<file path="src/shared/coc_pkg.sv">
package coc_pkg;
   // register byte addresses
   localparam logic [7:0] ADDR_CTRL_A = 8'h00;
   localparam logic [7:0] ADDR_CTRL_B = 8'h04;
   localparam logic [7:0] ADDR_RISE_SRC = 8'h08;
   localparam logic [7:0] ADDR_SHDN = 8'h0C;
   localparam logic [7:0] ADDR_DB_BK = 8'h10;
   localparam logic [7:0] ADDR_PHASE = 8'h14;
   localparam logic [7:0] ADDR_STATUS = 8'h18;
   // generator_control_a fields
   localparam int EN_BIT = 7;
   localparam int OEB_BIT = 6;
   localparam int OEA_BIT = 5;
   localparam int INVB_BIT = 4;
   localparam int INVA_BIT = 3;
   localparam int LD_BIT = 2;
   localparam int MD_BIT = 0;
   // fall dead band count position inside the count word
   localparam int FDB_LSB = 8;
   // generator_control_b fields
   localparam int RDBTS_BIT = 7;
   localparam int FDBTS_BIT = 6;
   localparam int CS_LSB = 0;
   // shutdown_control fields
   localparam int SD_ACT_BIT = 7;
   localparam int ARS_BIT = 6;
   localparam int OVB_LSB = 2;
   localparam int OVA_LSB = 0;
   // status fields
   localparam int ST_SHDN_BIT = 0;
   localparam int ST_HOLD_BIT = 1;
   localparam int ST_OUTA_BIT = 2;
   localparam int ST_OUTB_BIT = 3;
   localparam int ST_PPSEL_BIT = 4;
   // implemented-bit masks, others read zero
   localparam logic [7:0] CTRL_A_MASK = 8'hFD;
   localparam logic [7:0] CTRL_B_MASK = 8'hC3;
   localparam logic [7:0] RISE_MASK = 8'h7F;
   localparam logic [7:0] SHDN_MASK = 8'hCF;
   localparam logic [7:0] REG_RST = 8'h00;
   localparam logic [31:0] WORD_RST = 32'h0000_0000;
   localparam int NUM_RISE_SRC = 7;
   typedef enum logic [1:0] {
      OVR_LOW = 2'b00,
      OVR_HIGH = 2'b01,
      OVR_TRI = 2'b10,
      OVR_INACTIVE = 2'b11
   } coc_ovr_t;
   typedef enum logic [1:0] {
      CLK_SYS = 2'b00,
      CLK_SYS_DIV4 = 2'b01,
      CLK_FAST_OSC = 2'b10,
      CLK_RESERVED = 2'b11
   } coc_clk_t;
   typedef enum logic [1:0] {
      ST_OFF = 2'b00,
      ST_DB_RISE = 2'b01,
      ST_ON = 2'b10,
      ST_DB_FALL = 2'b11
   } coc_state_t;
endpackage : coc_pkg

</file>
<file path="src/design/coc_ctrl.sv">
// Decided for this implementation: the APB interface to the registers and the register addresses.
module coc_ctrl
   import coc_pkg::*;
#(
   parameter int CNT_W = 6
) (
   // clock, reset, enable
   input wire logic pclk,
   input wire logic presetn,
   input wire logic clk_en,
   // apb slave
   input wire logic psel,
   input wire logic penable,
   input wire logic pwrite,
   input wire logic [7:0] paddr,
   input wire logic [31:0] pwdata,
   output logic [31:0] prdata,
   output logic pready,
   output logic pslverr,
   // event and shutdown sources, asynchronous
   input wire logic [NUM_RISE_SRC-1:0] rise_src_in,
   input wire logic fall_event_in,
   input wire logic shutdown_in,
   // output pins
   output logic output_a_out,
   output logic output_a_oe_n,
   output logic output_b_out,
   output logic output_b_oe_n,
   // clock source and delay chain control
   output logic [1:0] gen_clock_select,
   output logic fast_osc_keep_on,
   output logic rise_chain_select,
   output logic fall_chain_select,
   // working count buffers
   output logic [31:0] dbk_buf,
   output logic [15:0] phase_buf
);

   if (CNT_W < 1 || CNT_W > 8) begin : g_cnt_w_check
      $error("CNT_W must be 1..8");
   end

   logic [7:0] ctrl_a_r;
   logic [7:0] ctrl_b_r;
   logic [7:0] rise_sel_r;
   logic [7:0] shdn_r;
   logic [31:0] dbk_r;
   logic [15:0] phase_r;
   logic [31:0] dbk_buf_r;
   logic [15:0] phase_buf_r;
   logic ack_r;
   logic [31:0] prdata_r;
   logic [NUM_RISE_SRC+1:0] sync1_r;
   logic [NUM_RISE_SRC+1:0] sync2_r;
   logic rise_lvl_r;
   logic fall_lvl_r;
   logic hold_r;
   logic pp_sel_r;
   coc_state_t state_r;
   coc_state_t state_nxt;
   logic [CNT_W-1:0] cnt_r;
   logic [CNT_W-1:0] cnt_nxt;

   // bus decode
   wire access = psel && penable;
   wire wr_en = access && pready && pwrite;
   wire hit_a = (paddr == ADDR_CTRL_A);
   wire hit_b = (paddr == ADDR_CTRL_B);
   wire hit_rise = (paddr == ADDR_RISE_SRC);
   wire hit_shdn = (paddr == ADDR_SHDN);
   wire hit_dbk = (paddr == ADDR_DB_BK);
   wire hit_phase = (paddr == ADDR_PHASE);
   wire hit_stat = (paddr == ADDR_STATUS);
   wire mapped = hit_a | hit_b | hit_rise | hit_shdn | hit_dbk | hit_phase | hit_stat;

   // one wait state for flopped read data; a frozen slave never answers
   assign pready = access && ack_r && clk_en;
   assign pslverr = pready && !mapped;
   assign prdata = prdata_r;

   // control fields
   wire gen_en = ctrl_a_r[EN_BIT];
   wire load_req = ctrl_a_r[LD_BIT];
   wire push_pull = ctrl_a_r[MD_BIT];
   wire shdn_act = shdn_r[SD_ACT_BIT];
   wire auto_rst = shdn_r[ARS_BIT];
   coc_ovr_t ovr_a;
   coc_ovr_t ovr_b;
   assign ovr_a = coc_ovr_t'(shdn_r[OVA_LSB +: 2]);
   assign ovr_b = coc_ovr_t'(shdn_r[OVB_LSB +: 2]);

   // synchronised sources
   wire [NUM_RISE_SRC-1:0] rise_src_s = sync2_r[NUM_RISE_SRC-1:0];
   wire fall_s = sync2_r[NUM_RISE_SRC];
   wire shdn_in_s = sync2_r[NUM_RISE_SRC+1];
   wire rise_lvl = |(rise_src_s & rise_sel_r[NUM_RISE_SRC-1:0]);
   wire rise_evt = gen_en && rise_lvl && !rise_lvl_r;
   wire fall_evt = gen_en && fall_s && !fall_lvl_r;

   // shutdown: sticky bit, hardware set wins over software clear
   wire shdn_state = shdn_act || shdn_in_s;
   wire sw_wr_shdn = wr_en && hit_shdn;
   wire [7:0] shdn_wdata = pwdata[7:0] & SHDN_MASK;
   logic [7:0] shdn_nxt;
   always_comb begin
      shdn_nxt = sw_wr_shdn ? shdn_wdata : shdn_r;
      if (shdn_in_s) begin
         shdn_nxt[SD_ACT_BIT] = 1'b1;
      end else if (shdn_nxt[ARS_BIT] && gen_en) begin
         shdn_nxt[SD_ACT_BIT] = 1'b0;
      end
   end

   // load request: hardware clear only when a transfer happens, a new set wins
   wire sw_wr_a = wr_en && hit_a;
   wire load_xfer = load_req && rise_evt;
   wire sw_set_ld = sw_wr_a && pwdata[LD_BIT];
   logic [7:0] ctrl_a_nxt;
   always_comb begin
      ctrl_a_nxt = sw_wr_a ? (pwdata[7:0] & CTRL_A_MASK) : ctrl_a_r;
      if (load_xfer && !sw_set_ld) begin
         ctrl_a_nxt[LD_BIT] = 1'b0;
      end
   end

   // dead band targets, zero when the analog chain does the timing
   assign rise_chain_select = ctrl_b_r[RDBTS_BIT];
   assign fall_chain_select = ctrl_b_r[FDBTS_BIT];
   wire [CNT_W-1:0] rise_db = rise_chain_select ? '0 : dbk_buf_r[CNT_W-1:0];
   wire [CNT_W-1:0] fall_db = fall_chain_select ? '0 : dbk_buf_r[FDB_LSB +: CNT_W];

   // waveform sequencer
   always_comb begin
      state_nxt = state_r;
      cnt_nxt = cnt_r;
      unique case (state_r)
         ST_OFF: begin
            if (rise_evt) begin
               state_nxt = ST_DB_RISE;
               cnt_nxt = rise_db;
            end
         end
         ST_DB_RISE: begin
            if (fall_evt) begin
               state_nxt = ST_DB_FALL;
               cnt_nxt = fall_db;
            end else if (cnt_r == '0) begin
               state_nxt = ST_ON;
            end else begin
               cnt_nxt = cnt_r - 1'b1;
            end
         end
         ST_ON: begin
            if (fall_evt) begin
               state_nxt = ST_DB_FALL;
               cnt_nxt = fall_db;
            end
         end
         ST_DB_FALL: begin
            if (rise_evt) begin
               state_nxt = ST_DB_RISE;
               cnt_nxt = rise_db;
            end else if (cnt_r == '0) begin
               state_nxt = ST_OFF;
            end else begin
               cnt_nxt = cnt_r - 1'b1;
            end
         end
      endcase
      if (!gen_en) begin
         state_nxt = ST_OFF;
         cnt_nxt = '0;
      end
   end

   // raw active levels before polarity
   wire sync_a = (state_r == ST_ON);
   wire sync_b = (state_r == ST_OFF);
   wire pwm_high = (state_r == ST_ON) || (state_r == ST_DB_RISE);
   wire raw_a = push_pull ? (pwm_high && !pp_sel_r) : sync_a;
   wire raw_b = push_pull ? (pwm_high && pp_sel_r) : sync_b;
   wire inact_a = 1'b0;
   wire inact_b = !push_pull;
   wire inv_a = ctrl_a_r[INVA_BIT];
   wire inv_b = ctrl_a_r[INVB_BIT];

   // override applies during shutdown and until the next rising event
   wire overriding = shdn_state || hold_r;
   logic lvl_a;
   logic lvl_b;
   logic tri_a;
   logic tri_b;
   always_comb begin
      lvl_a = raw_a ^ inv_a;
      lvl_b = raw_b ^ inv_b;
      tri_a = 1'b0;
      tri_b = 1'b0;
      if (overriding) begin
         unique case (ovr_a)
            OVR_LOW: lvl_a = 1'b0;
            OVR_HIGH: lvl_a = 1'b1;
            OVR_TRI: tri_a = 1'b1;
            OVR_INACTIVE: lvl_a = inact_a ^ inv_a;
         endcase
         unique case (ovr_b)
            OVR_LOW: lvl_b = 1'b0;
            OVR_HIGH: lvl_b = 1'b1;
            OVR_TRI: tri_b = 1'b1;
            OVR_INACTIVE: lvl_b = inact_b ^ inv_b;
         endcase
      end
   end

   // pin drive, registered
   wire drive_a = gen_en && ctrl_a_r[OEA_BIT] && !tri_a;
   wire drive_b = gen_en && ctrl_a_r[OEB_BIT] && !tri_b;

   // clock source steering
   assign gen_clock_select = ctrl_b_r[CS_LSB +: 2];
   assign fast_osc_keep_on = gen_en && (coc_clk_t'(gen_clock_select) == CLK_FAST_OSC);
   assign dbk_buf = dbk_buf_r;
   assign phase_buf = phase_buf_r;

   // read mux
   wire [7:0] status = {3'b000, pp_sel_r, output_b_out, output_a_out, hold_r, shdn_state};
   logic [31:0] rd_mux;
   always_comb begin
      rd_mux = WORD_RST;
      if (hit_a) rd_mux[7:0] = ctrl_a_r & CTRL_A_MASK;
      if (hit_b) rd_mux[7:0] = ctrl_b_r & CTRL_B_MASK;
      if (hit_rise) rd_mux[7:0] = rise_sel_r & RISE_MASK;
      if (hit_shdn) rd_mux[7:0] = shdn_r & SHDN_MASK;
      if (hit_dbk) rd_mux = dbk_r;
      if (hit_phase) rd_mux[15:0] = phase_r;
      if (hit_stat) rd_mux[7:0] = status;
   end

   // apb handshake and read data
   always_ff @(posedge pclk or negedge presetn) begin
      if (!presetn) begin
         ack_r <= 1'b0;
         prdata_r <= WORD_RST;
      end else if (clk_en) begin
         ack_r <= access && !ack_r;
         if (access && !ack_r) begin
            prdata_r <= rd_mux;
         end
      end
   end

   // configuration registers
   always_ff @(posedge pclk or negedge presetn) begin
      if (!presetn) begin
         ctrl_a_r <= REG_RST;
         ctrl_b_r <= REG_RST;
         rise_sel_r <= REG_RST;
         shdn_r <= REG_RST;
         dbk_r <= WORD_RST;
         phase_r <= WORD_RST[15:0];
      end else if (clk_en) begin
         ctrl_a_r <= ctrl_a_nxt;
         shdn_r <= shdn_nxt;
         if (wr_en && hit_b) ctrl_b_r <= pwdata[7:0] & CTRL_B_MASK;
         if (wr_en && hit_rise) rise_sel_r <= pwdata[7:0] & RISE_MASK;
         if (wr_en && hit_dbk) dbk_r <= pwdata;
         if (wr_en && hit_phase) phase_r <= pwdata[15:0];
      end
   end

   // working buffers: direct while disabled, on request while running
   always_ff @(posedge pclk or negedge presetn) begin
      if (!presetn) begin
         dbk_buf_r <= WORD_RST;
         phase_buf_r <= WORD_RST[15:0];
      end else if (clk_en) begin
         if (!gen_en) begin
            dbk_buf_r <= dbk_r;
            phase_buf_r <= phase_r;
         end else if (load_xfer) begin
            dbk_buf_r <= dbk_r;
            phase_buf_r <= phase_r;
         end
      end
   end

   // two-flop synchronisers for asynchronous sources
   always_ff @(posedge pclk or negedge presetn) begin
      if (!presetn) begin
         sync1_r <= '0;
         sync2_r <= '0;
      end else if (clk_en) begin
         sync1_r <= {shutdown_in, fall_event_in, rise_src_in};
         sync2_r <= sync1_r;
      end
   end

   // sequencer, edge history, start-up hold
   always_ff @(posedge pclk or negedge presetn) begin
      if (!presetn) begin
         state_r <= ST_OFF;
         cnt_r <= '0;
         rise_lvl_r <= 1'b0;
         fall_lvl_r <= 1'b0;
         hold_r <= 1'b1;
         pp_sel_r <= 1'b0;
      end else if (clk_en) begin
         state_r <= state_nxt;
         cnt_r <= cnt_nxt;
         rise_lvl_r <= rise_lvl;
         fall_lvl_r <= fall_s;
         if (!gen_en || shdn_state) begin
            hold_r <= 1'b1;
         end else if (rise_evt) begin
            hold_r <= 1'b0;
         end
         if (!gen_en) begin
            pp_sel_r <= 1'b0;
         end else if (rise_evt && state_r != ST_ON) begin
            pp_sel_r <= !pp_sel_r;
         end
      end
   end

   // registered pin levels; reset leaves pins undriven
   always_ff @(posedge pclk or negedge presetn) begin
      if (!presetn) begin
         output_a_out <= 1'b0;
         output_b_out <= 1'b0;
         output_a_oe_n <= 1'b1;
         output_b_oe_n <= 1'b1;
      end else if (clk_en) begin
         output_a_out <= lvl_a;
         output_b_out <= lvl_b;
         output_a_oe_n <= !drive_a;
         output_b_oe_n <= !drive_b;
      end
   end

endmodule : coc_ctrl

</file>
<file path="config.mk">
export PLATFORM = sky130hd
export DESIGN_NAME = coc_ctrl
export DESIGN_NICKNAME = d
export VERILOG_FILES = /design/src/shared/coc_pkg.sv /design/src/design/coc_ctrl.sv
export SDC_FILE = /design/constraint.sdc
export NUM_CORES = 1
export LEC_CHECK = 0
export BUFFER_PORTS_ARGS = -buffer_cell sky130_fd_sc_hd__buf_2
export CORE_ASPECT_RATIO = 1.2
export CORE_MARGIN = 2
export CORE_UTILIZATION = 36
export DETAILED_ROUTE_END_ITERATION = 8
export SYNTH_ARGS = -nofsm -noshare
export SYNTH_HDL_FRONTEND = slang
export SYNTH_SLANG_ARGS = --single-unit
</file>
<file path="constraint.sdc">
create_clock -name pclk -period 2.4 [get_ports pclk]
set_clock_uncertainty 0.2 [all_clocks]
set_input_delay 0.12 -clock pclk [delete_from_list [all_inputs] [get_ports pclk]]
set_output_delay 0.12 -clock pclk [all_outputs]
set_load 0.02 [all_outputs]
</file>
==> impl_metrics.ini, run 1 <==
[critical_path]
critPathMaxStageDelay_ps = 500
cp_top_family = compound AO/OA/AOI/OAI gates
arrival_ps = 2410
crit_path_top_delay_cell = a211oi_4
end_kind = register
critPathMaxFanout = 9
cp.required_ps = 2560
cp_num_buf_inv = 1
worstSetupPathType = register to register
path_cells = a222oi_1, buf_4, a31oi_1, a211oi_4, a221o_1, a32o_2
startpoint_type = register

[clock_tree]
clk_pin_slew_worst_paths_ps = 80
cts_root_buf = clkbuf_16
cts_tree = yes
htree_levels = 4
clock_path_buffers = 2
cts_made_buffers = 17
cts_sinks = 187
clock_latency_ps = 440

[sta]
hold_ws_ps = 54.88
setup_viol_count_final = 0
min_period_ps = 2243
slew_headroom_pct = 59.75
tns_ps = 0
finalHoldViolCount = 0
period_share_pct = 93.45
rsz0062_at_grt = no
slew_violations = 0
worst_pin_slew_ps = 600.9
timing.fmax_ghz = 0.4459

[global_routing]
grtUsageMet1_pct = 24.44
grt_pass1_vias = 6122
antenna_found_initial = 0
overflow = 0
grt_start_max_net_pins = 65
grtUsageMet3_pct = 3.508
grt-busiest-layer = met2
grt_first_pass_wirelength_microns = 34470
grt.met2_usage_pct = 30.37
track_usage_pct = 18.36

[synth]
synth.top_cells.by_area = dfrtp_1 55%, mux2_2 18%, nand2_1 2.8%
yosysUniqueCellTypes = 62
synth-seq-cells = 187
synth-async-reset-ratio_pct = 100.0
synth-xor-area-share_pct = 0.3132
synth_nets = 748
syn-cell-area_sq_mm = 0.008391
yosys_warnings = 0
synth_mux_area_share_pct = 19.91
synth_compound_area_share_pct = 10.32
syn_inst = 686
synth_top_family_by_area = multiplexers
ys.flop_type = dfrtp_1
yosysTopAreaCell = dfrtp_1
synthAdderAreaFrac_pct = 1.044
synth_edf_count = 0
synthSimpleGateAreaFrac_pct = 10.17
syn_area_per_cell_sq_um = 12.23
synth_top_area_share_pct = 54.88
ys_seq_area_share_pct = 55.82

[placed_design]
place_hpwl_microns = 15800
port-buffer-count = 145
place_congestion = 0.8421

[route]
ant_nets = 0
dr_total_vias = 6191
viasPerCell = 5.054
drt-pass1-iter-count = 6
totalWireLength_microns = 21930
routedWlPerCell_microns = 17.90
drc = 0
drt_iter0_drc = 409

[power]
ir_drop_v = 0.0004114
p_per_area_mw_per_mm2 = 614.5
leakage_nw = 5.275

[status]
status = complete, no violations

[finish]
syn2layout_area_growth_pct = 28.23
drive_gt1_share_pct = 40.15
fin_util_pct = 46.68
fill_cells = 2181
fin_nets = 958
seqCellArea_sq_mm = 0.004683
multi_input_area_sq_mm = 0.003513

[floorplanning]
core_area_sq_mm = 0.02305
row_count = 61
dieArea_sq_mm = 0.02455
die_h_microns = 171.2
start_util_pct = 36.40
io_pins = 146
die_w_microns = 143.4

[job]
maxCapViolCount = 0

[hold_path]
hold_class = input port to async pin
[stage by stage]
step,power (mW),instances,worst slack (ps),cell area (sq um)
2_1_floorplan,3.563,686,210.9,8391
3_3_place_gp,3.812,1148,171.9,9716
3_5_place_dp,3.820,1148,164.7,9716
4_1_cts,6.688,1224,141.2,10760
5_1_grt,6.886,1224,20.47,10760
6_report,6.611,1225,157.3,10760
[synth_stat cells, drive strengths merged, types with 5 or more instances]
master and instances:
buf 14, nor4 5, mux2 141, o32ai 6
nand2 64, a31oi 5, nand2b 14, inv 14
dfrtp 184, a221oi 13, nor3 7, mux2i 6
a21oi 18, ha 7, nor2b 7, nor2 40
o21ai 40, nand3 16, clkbuf 19
[worst paths after layout]
check,start,endpoint,slack [ps],depth (start not counted)
worst max register to register,sync2_r[1]$_DFFE_PN0P_,cnt_r[5]$_DFFE_PN0P_,160,6
max in group asynchronous,presetn,output_b_out$_DFFE_PN0P_,1270,3
min in group pclk,paddr[5],prdata[5]$_DFFE_PN0P_,90,5
worst min register to register,prdata[7]$_DFFE_PN0P_,prdata[7]$_DFFE_PN0P_,270,2
worst max-delay path,sync2_r[1]$_DFFE_PN0P_,cnt_r[5]$_DFFE_PN0P_,160,6
worst min-delay path,presetn,sync1_r[6]$_DFFE_PN0P_,50,2
[layer usage]
layer | vias to the layer above | wire length [microns]
li1 | 2903 | -
met1 | 3100 | 9890
met2 | 160 | 10720
met3 | 28 | 851
met4 | 0 | 465
met5 | - | 0
[report_power, final]
part	internal (mW)	switching [mW]	total, mW
registers	3.23	0.0529	3.28
logic	0.231	0.292	0.523
clock network	1.40	1.40	2.81
total	4.86	1.75	6.61
[repair_timing]
action                                  4_1_cts  5_1_grt
endpoints found under the hold margin       268        0
buffers inserted                              0        0
endpoints found under the setup margin        0        0
gates resized for setup                       0        0
hold buffers                                 44        0
[cell usage in the layout (no fill, tap or decap), types with 6 or more instances in the layout]
| cell | netlist | final |
|---|---|---|
| dfrtp_1 | 184 | 184 |
| buf_2 | 4 | 144 |
| mux2_2 | 132 | 132 |
| nand2_1 | 63 | 62 |
| dlygate4sd3_1 | 0 | 44 |
| o21ai_0 | 38 | 38 |
| nor2_1 | 38 | 37 |
| buf_4 | 6 | 29 |
| a21oi_1 | 18 | 18 |
| clkbuf_16 | 0 | 17 |
| nand3_1 | 16 | 16 |
| inv_1 | 14 | 14 |
| nand2b_1 | 14 | 14 |
| a221oi_1 | 13 | 13 |
| mux2_1 | 9 | 9 |
| nor2b_1 | 7 | 7 |
| ha_1 | 7 | 7 |
| mux2i_1 | 6 | 6 |
| o32ai_1 | 6 | 6 |
| buf_12 | 0 | 6 |
[final cells by class]
| class | instances | share of cell area, % |
|---|---|---|
| diodes | 1 | 0.02326 |
| multi-input cells | 452 | 32.65 |
| well taps | 315 | 3.663 |
| clock inverters | 15 | 1.628 |
| inverters | 14 | 0.4884 |
| repair buffers | 224 | 14.06 |
| flip-flops and latches | 187 | 43.53 |
| clock buffers | 17 | 3.954 |
[sequential cells by signal, indices dropped and copies added (netlist names), 2 cells and up]
signal / count
cnt_r: 6
phase_r: 16
prdata: 32
dbk_buf: 32
state_r: 2
sync2_r: 9
rise_sel_r: 7
dbk_r: 32
shdn_r: 6
ctrl_b_r: 4
phase_buf: 16
ctrl_a_r: 7
sync1_r: 9
[kinds of logic (layout without fill, tap and decap cells)]
| group | Yosys count | after routing |
|---|---|---|
| simple gates | 169 | 169 |
| xor+xnor | 3 | 3 |
| other cells | 0 | 1 |
| mux | 148 | 148 |
| compound gates | 125 | 125 |
| flops | 187 | 187 |
| fa+ha+maj | 7 | 7 |
| buf+inv | 47 | 270 |
[worst reg2reg max path, stage by stage, from the launching register on]
cell and delay, ps:
dfrtp_1 390, a222oi_1 340, buf_4 180, a31oi_1 180
a211oi_4 500, a221o_1 220, a32o_2 160
Note: power is estimated with default switching activity, not from simulation.
==> inputs of run 2 (changes only) <==
- CELL_PAD_IN_SITES_DETAIL_PLACEMENT: unset -> 1
- CELL_PAD_IN_SITES_GLOBAL_PLACEMENT: unset -> 1
- CORE_ASPECT_RATIO: 1.2 -> 1.75
- PLACE_DENSITY_LB_ADDON: unset -> 0.1
==> impl_metrics.ini, run 2 (same netlist as run 1, synthesis figures left out) <==
[critical_path]
end_kind = register
arrival_ps = 2420
critPathMaxFanout = 4
cp_num_buf_inv = 3
critPathMaxStageDelay_ps = 430
cp_top_family = compound AO/OA/AOI/OAI gates
path_cells = a222oi_1, buf_4, a31o_4, buf_4, nor3_2, buf_4, a221oi_1, o2bb2ai_1
worstSetupPathType = register to register
startpoint_type = register
crit_path_top_delay_cell = a222oi_1
path_common_cell = buf_4
cp.required_ps = 2520

[placed_design]
place_congestion = 0.8356
port-buffer-count = 145
place_hpwl_microns = 18460
dpl_cell_area_sq_mm = 0.009732
place_inst = 1138

[route]
ant_nets = 0
drt_iter0_drc = 266
viasPerCell = 5.200
routedWlPerCell_microns = 21.00
dr_total_vias = 6349
wl_met3_microns = 791
met2_length_microns = 14290
drt-pass1-iter-count = 4
drc = 0
top_layer = met4
wl_met1_microns = 10020
totalWireLength_microns = 25640

[sta]
min_period_ps = 2298
worst_pin_slew_ps = 605.0
slew_violations = 0
timing.fmax_ghz = 0.4352
rsz0062_at_grt = no
tns_ps = 0
setup_viol_count_final = 0
finalHoldViolCount = 0
slew_headroom_pct = 59.67
period_share_pct = 95.74

[power]
leakage_nw = 5.366
ir_drop_v = 0.0004647
p_per_area_mw_per_mm2 = 602.2

[floorplanning]
row_count = 73
dieArea_sq_mm = 0.02459
core_area_sq_mm = 0.02283
die_h_microns = 206.0
die_w_microns = 119.4
io_pins = 146
start_util_pct = 36.75

[finish]
syn2layout_area_growth_pct = 30.03
final_cell_mix = 184 x dfrtp_1, 144 x buf_2, 132 x mux2_2, 62 x nand2_1, 43 x dlygate4sd3_1
fin_area_sq_mm = 0.01091
layout_commonest_cell = dfrtp_1
drive_gt1_share_pct = 41.15
antenna_cells = 0
fill_cells = 2448
fin_util_pct = 47.78
instances_no_fill = 1221
fin_nets = 970

[global_routing]
antenna_found_initial = 0
grt_start_max_net_pins = 61
grt_pass1_vias = 6955
track_usage_pct = 21.17
overflow = 0
grt_first_pass_wirelength_microns = 39630

[clock_tree]
cts_sinks = 187
clock_path_buffers = 2
cts_tree = yes
cts_made_buffers = 17
clock_latency_ps = 450
htree_levels = 4
cts_root_buf = clkbuf_16
clk_pin_slew_worst_paths_ps = 70

[hold_path]
hold_class = input port to async pin

[job]
maxCapViolCount = 0

[status]
status = complete, no violations
run 2: area by class of cell:
type	count	area, sq um	area share (%)
Clock inverter	10	91.34	0.8372
Inverter	14	52.55	0.4816
Multi-Input combinational cell	452	3558	32.61
Timing Repair Buffer	236	1675	15.36
Clock buffer	22	474.2	4.346
Sequential cell	187	4683	42.92
Tap cell	300	375.4	3.440
run 2: routing by layer:
layer,vias up,global-route usage [%]
li1,2920,-
met4,0,7.563
met3,20,3.753
met1,3275,23.37
met2,134,40.31
met5,-,0
run 2: worst paths after layout:
check | from | endpoint | slack (ps) | cells past startpoint
min reg2reg | prdata[7]$_DFFE_PN0P_ | prdata[7]$_DFFE_PN0P_ | 280 | 2
max | rise_sel_r[1]$_DFFE_PN0P_ | cnt_r[2]$_DFFE_PN0P_ | 100 | 8
min | presetn | phase_buf[14]$_DFFE_PN0P_ | 6 | 2
max in group asynchronous | presetn | shdn_r[3]$_DFFE_PN0P_ | 1220 | 3
max reg2reg | rise_sel_r[1]$_DFFE_PN0P_ | cnt_r[2]$_DFFE_PN0P_ | 100 | 8
min in group pclk | penable | ack_r$_DFFE_PN0P_ | 40 | 4
run 2: power by group:
part	leakage [nW]	internal, mW	switching [mW]
combinational	2.56	0.248	0.312
clock	0.276	1.51	1.21
sequential	2.53	3.23	0.0535
total	5.37	4.99	1.58
run 2: what timing repair did:
| item | 4_1_cts | 5_1_grt |
|---|---|---|
| resized for setup | 0 | 7 |
| hold endpoints to repair | 248 | 0 |
| buffers inserted | 0 | 2 |
| hold buffers | 43 | 0 |
| setup endpoints to repair | 0 | 49 |
run 2: metrics by stage:
| step | hold WS, ps | worst slack [ps] | power [mW] |
|---|---|---|---|
| after floorplan | -375.6 | 210.9 | 3.563 |
| after global placement | -73.49 | 25.39 | 3.815 |
| after detailed placement | -68.19 | 21.75 | 3.830 |
| after CTS | 25.42 | 8.266 | 6.644 |
| after global routing | 58.42 | 8.940 | 6.846 |
| final | 5.630 | 102.3 | 6.570 |
==> inputs of run 3 (changes only) <==
- REMOVE_ABC_BUFFERS: unset -> 1
==> impl_metrics.ini, run 3 (same netlist as run 1, synthesis figures left out) <==
[sta]
worst_slack_ps = 116.3
slew_headroom_pct = 65.40
setup_viol_count_final = 0
min_period_ps = 2284
slew_violations = 0
period_share_pct = 95.15
tns_ps = 0
timing.fmax_ghz = 0.4379
worst_pin_slew_ps = 518.9
finalHoldViolCount = 0

[global_routing]
antenna_found_initial = 0
overflow = 0
grt.met2_usage_pct = 38.67
track_usage_pct = 21.00
grt_first_pass_wirelength_microns = 39560
grtUsageMet1_pct = 23.99
grt_start_max_net_pins = 60
grt_pass1_vias = 7000
grt-busiest-layer = met2
grtUsageMet3_pct = 4.581

[floorplanning]
row_count = 73
io_pins = 146
die_w_microns = 119.4
start_util_pct = 36.75
core_area_sq_mm = 0.02283
dieArea_sq_mm = 0.02459
die_h_microns = 206.0

[critical_path]
crit_path_start = rise_sel_r[1]$_DFFE_PN0P_
r2r-start = rise_sel_r[1]$_DFFE_PN0P_
crit_path_top_delay_cell = a222oi_1
r2r_end = cnt_r[5]$_DFFE_PN0P_
critPathMaxStageDelay_ps = 430
arrival_ps = 2410
cp.required_ps = 2530
rr_worst_depth = 7
regToRegSetupSlack_ps = 120
cp_num_buf_inv = 2
path_cells = a222oi_1, buf_4, a31o_4, buf_12, nor3_2, a221o_1, a32o_2
startpoint_type = register
worstSetupPathType = register to register
cp_top_family = compound AO/OA/AOI/OAI gates
end_kind = register
critPathMaxFanout = 5

[finish]
fin_util_pct = 47.51
fin_nets = 967
layout_commonest_cell = dfrtp_1
fill_cells = 2493
drive_gt1_share_pct = 40.85
final_cell_mix = 184 x dfrtp_1, 144 x buf_2, 132 x mux2_2, 62 x nand2_1, 45 x dlygate4sd3_1
syn2layout_area_growth_pct = 29.29
seqCellArea_sq_mm = 0.004683
antenna_cells = 0
multi_input_area_sq_mm = 0.003566

[placed_design]
place_congestion = 0.8341
place_ws_ps = 49.33
port-buffer-count = 145
place_hpwl_microns = 18060

[route]
dr_total_vias = 6366
drc = 0
drt_iter0_drc = 300
viasPerCell = 5.227
drt-pass1-iter-count = 4
routedWlPerCell_microns = 20.62
ant_nets = 0
totalWireLength_microns = 25110

[clock_tree]
htree_levels = 4
cts_made_buffers = 17
cts_sinks = 187
cts_root_buf = clkbuf_16
clk_pin_slew_worst_paths_ps = 70
clock_path_buffers = 2
clock_latency_ps = 440
cts_tree = yes

[hold_path]
hold_class = input port to async pin

[power]
power_mw = 6.414
leakage_nw = 5.323
ir_drop_v = 0.0004911
p_per_area_mw_per_mm2 = 591.3

[job]
maxCapViolCount = 0

[status]
status = complete, no violations
run 3: cell count changes in the layout (fill, tap and decap cells not counted), sizes merged:
cell         delta
clkinvlp        +1
bufinv          -1
clkbuf          -5
dlygate4sd3     +2
inv             +2
buf             -4
clkinv          +2
run 3: final cells by class:
type	instances	share of cell area, %
Tap cell	300	3.460
Clock inverter	14	0.8881
Inverter	14	0.4844
Sequential cell	187	43.17
Multi-Input combinational cell	452	32.87
Clock buffer	18	3.956
Timing Repair Buffer	233	15.17
run 3: how the worst max path moves through the flow:
| stage | cells past startpoint | end |
|---|---|---|
| final | 7 | cnt_r[5]$_DFFE_PN0P_ |
| after global routing | 8 | cnt_r[3]$_DFFE_PN0P_ |
| after CTS | 7 | phase_buf[13]$_DFFE_PN0P_ |
| after detailed placement | 7 | phase_buf[13]$_DFFE_PN0P_ |
| after global placement | 7 | dbk_buf[14]$_DFFE_PN0P_ |
| after floorplan | 5 | dbk_buf[0]$_DFFE_PN0P_ |
run 3: report_power, final:
group	switching (mW)	internal, mW
sequential	0.0500	3.23
combinational	0.307	0.241
clock	1.26	1.32
run 3: per-stage QoR:
step                std cells  area, sq um  hold slack (ps)
floorplan                 653         8239           -375.6
global placement         1137         9727           -72.40
detailed placement       1137         9727           -60.26
CTS                      1214        10700            18.42
global route             1218        10850            54.54
finish                   1218        10850            32.47
run 3: timing repair:
action	4_1_cts	5_1_grt
hold buffers	45	0
endpoints found under the hold margin	266	0
resized for setup	0	15
setup buffers	0	1
setup endpoints to repair	0	53
run 3: per-layer routing:
metal	vias to the layer above	part of all wire, %
met2	142	55
met4	0	2.0
li1	2907	-
met5	-	0
met3	31	3.7
met1	3286	39
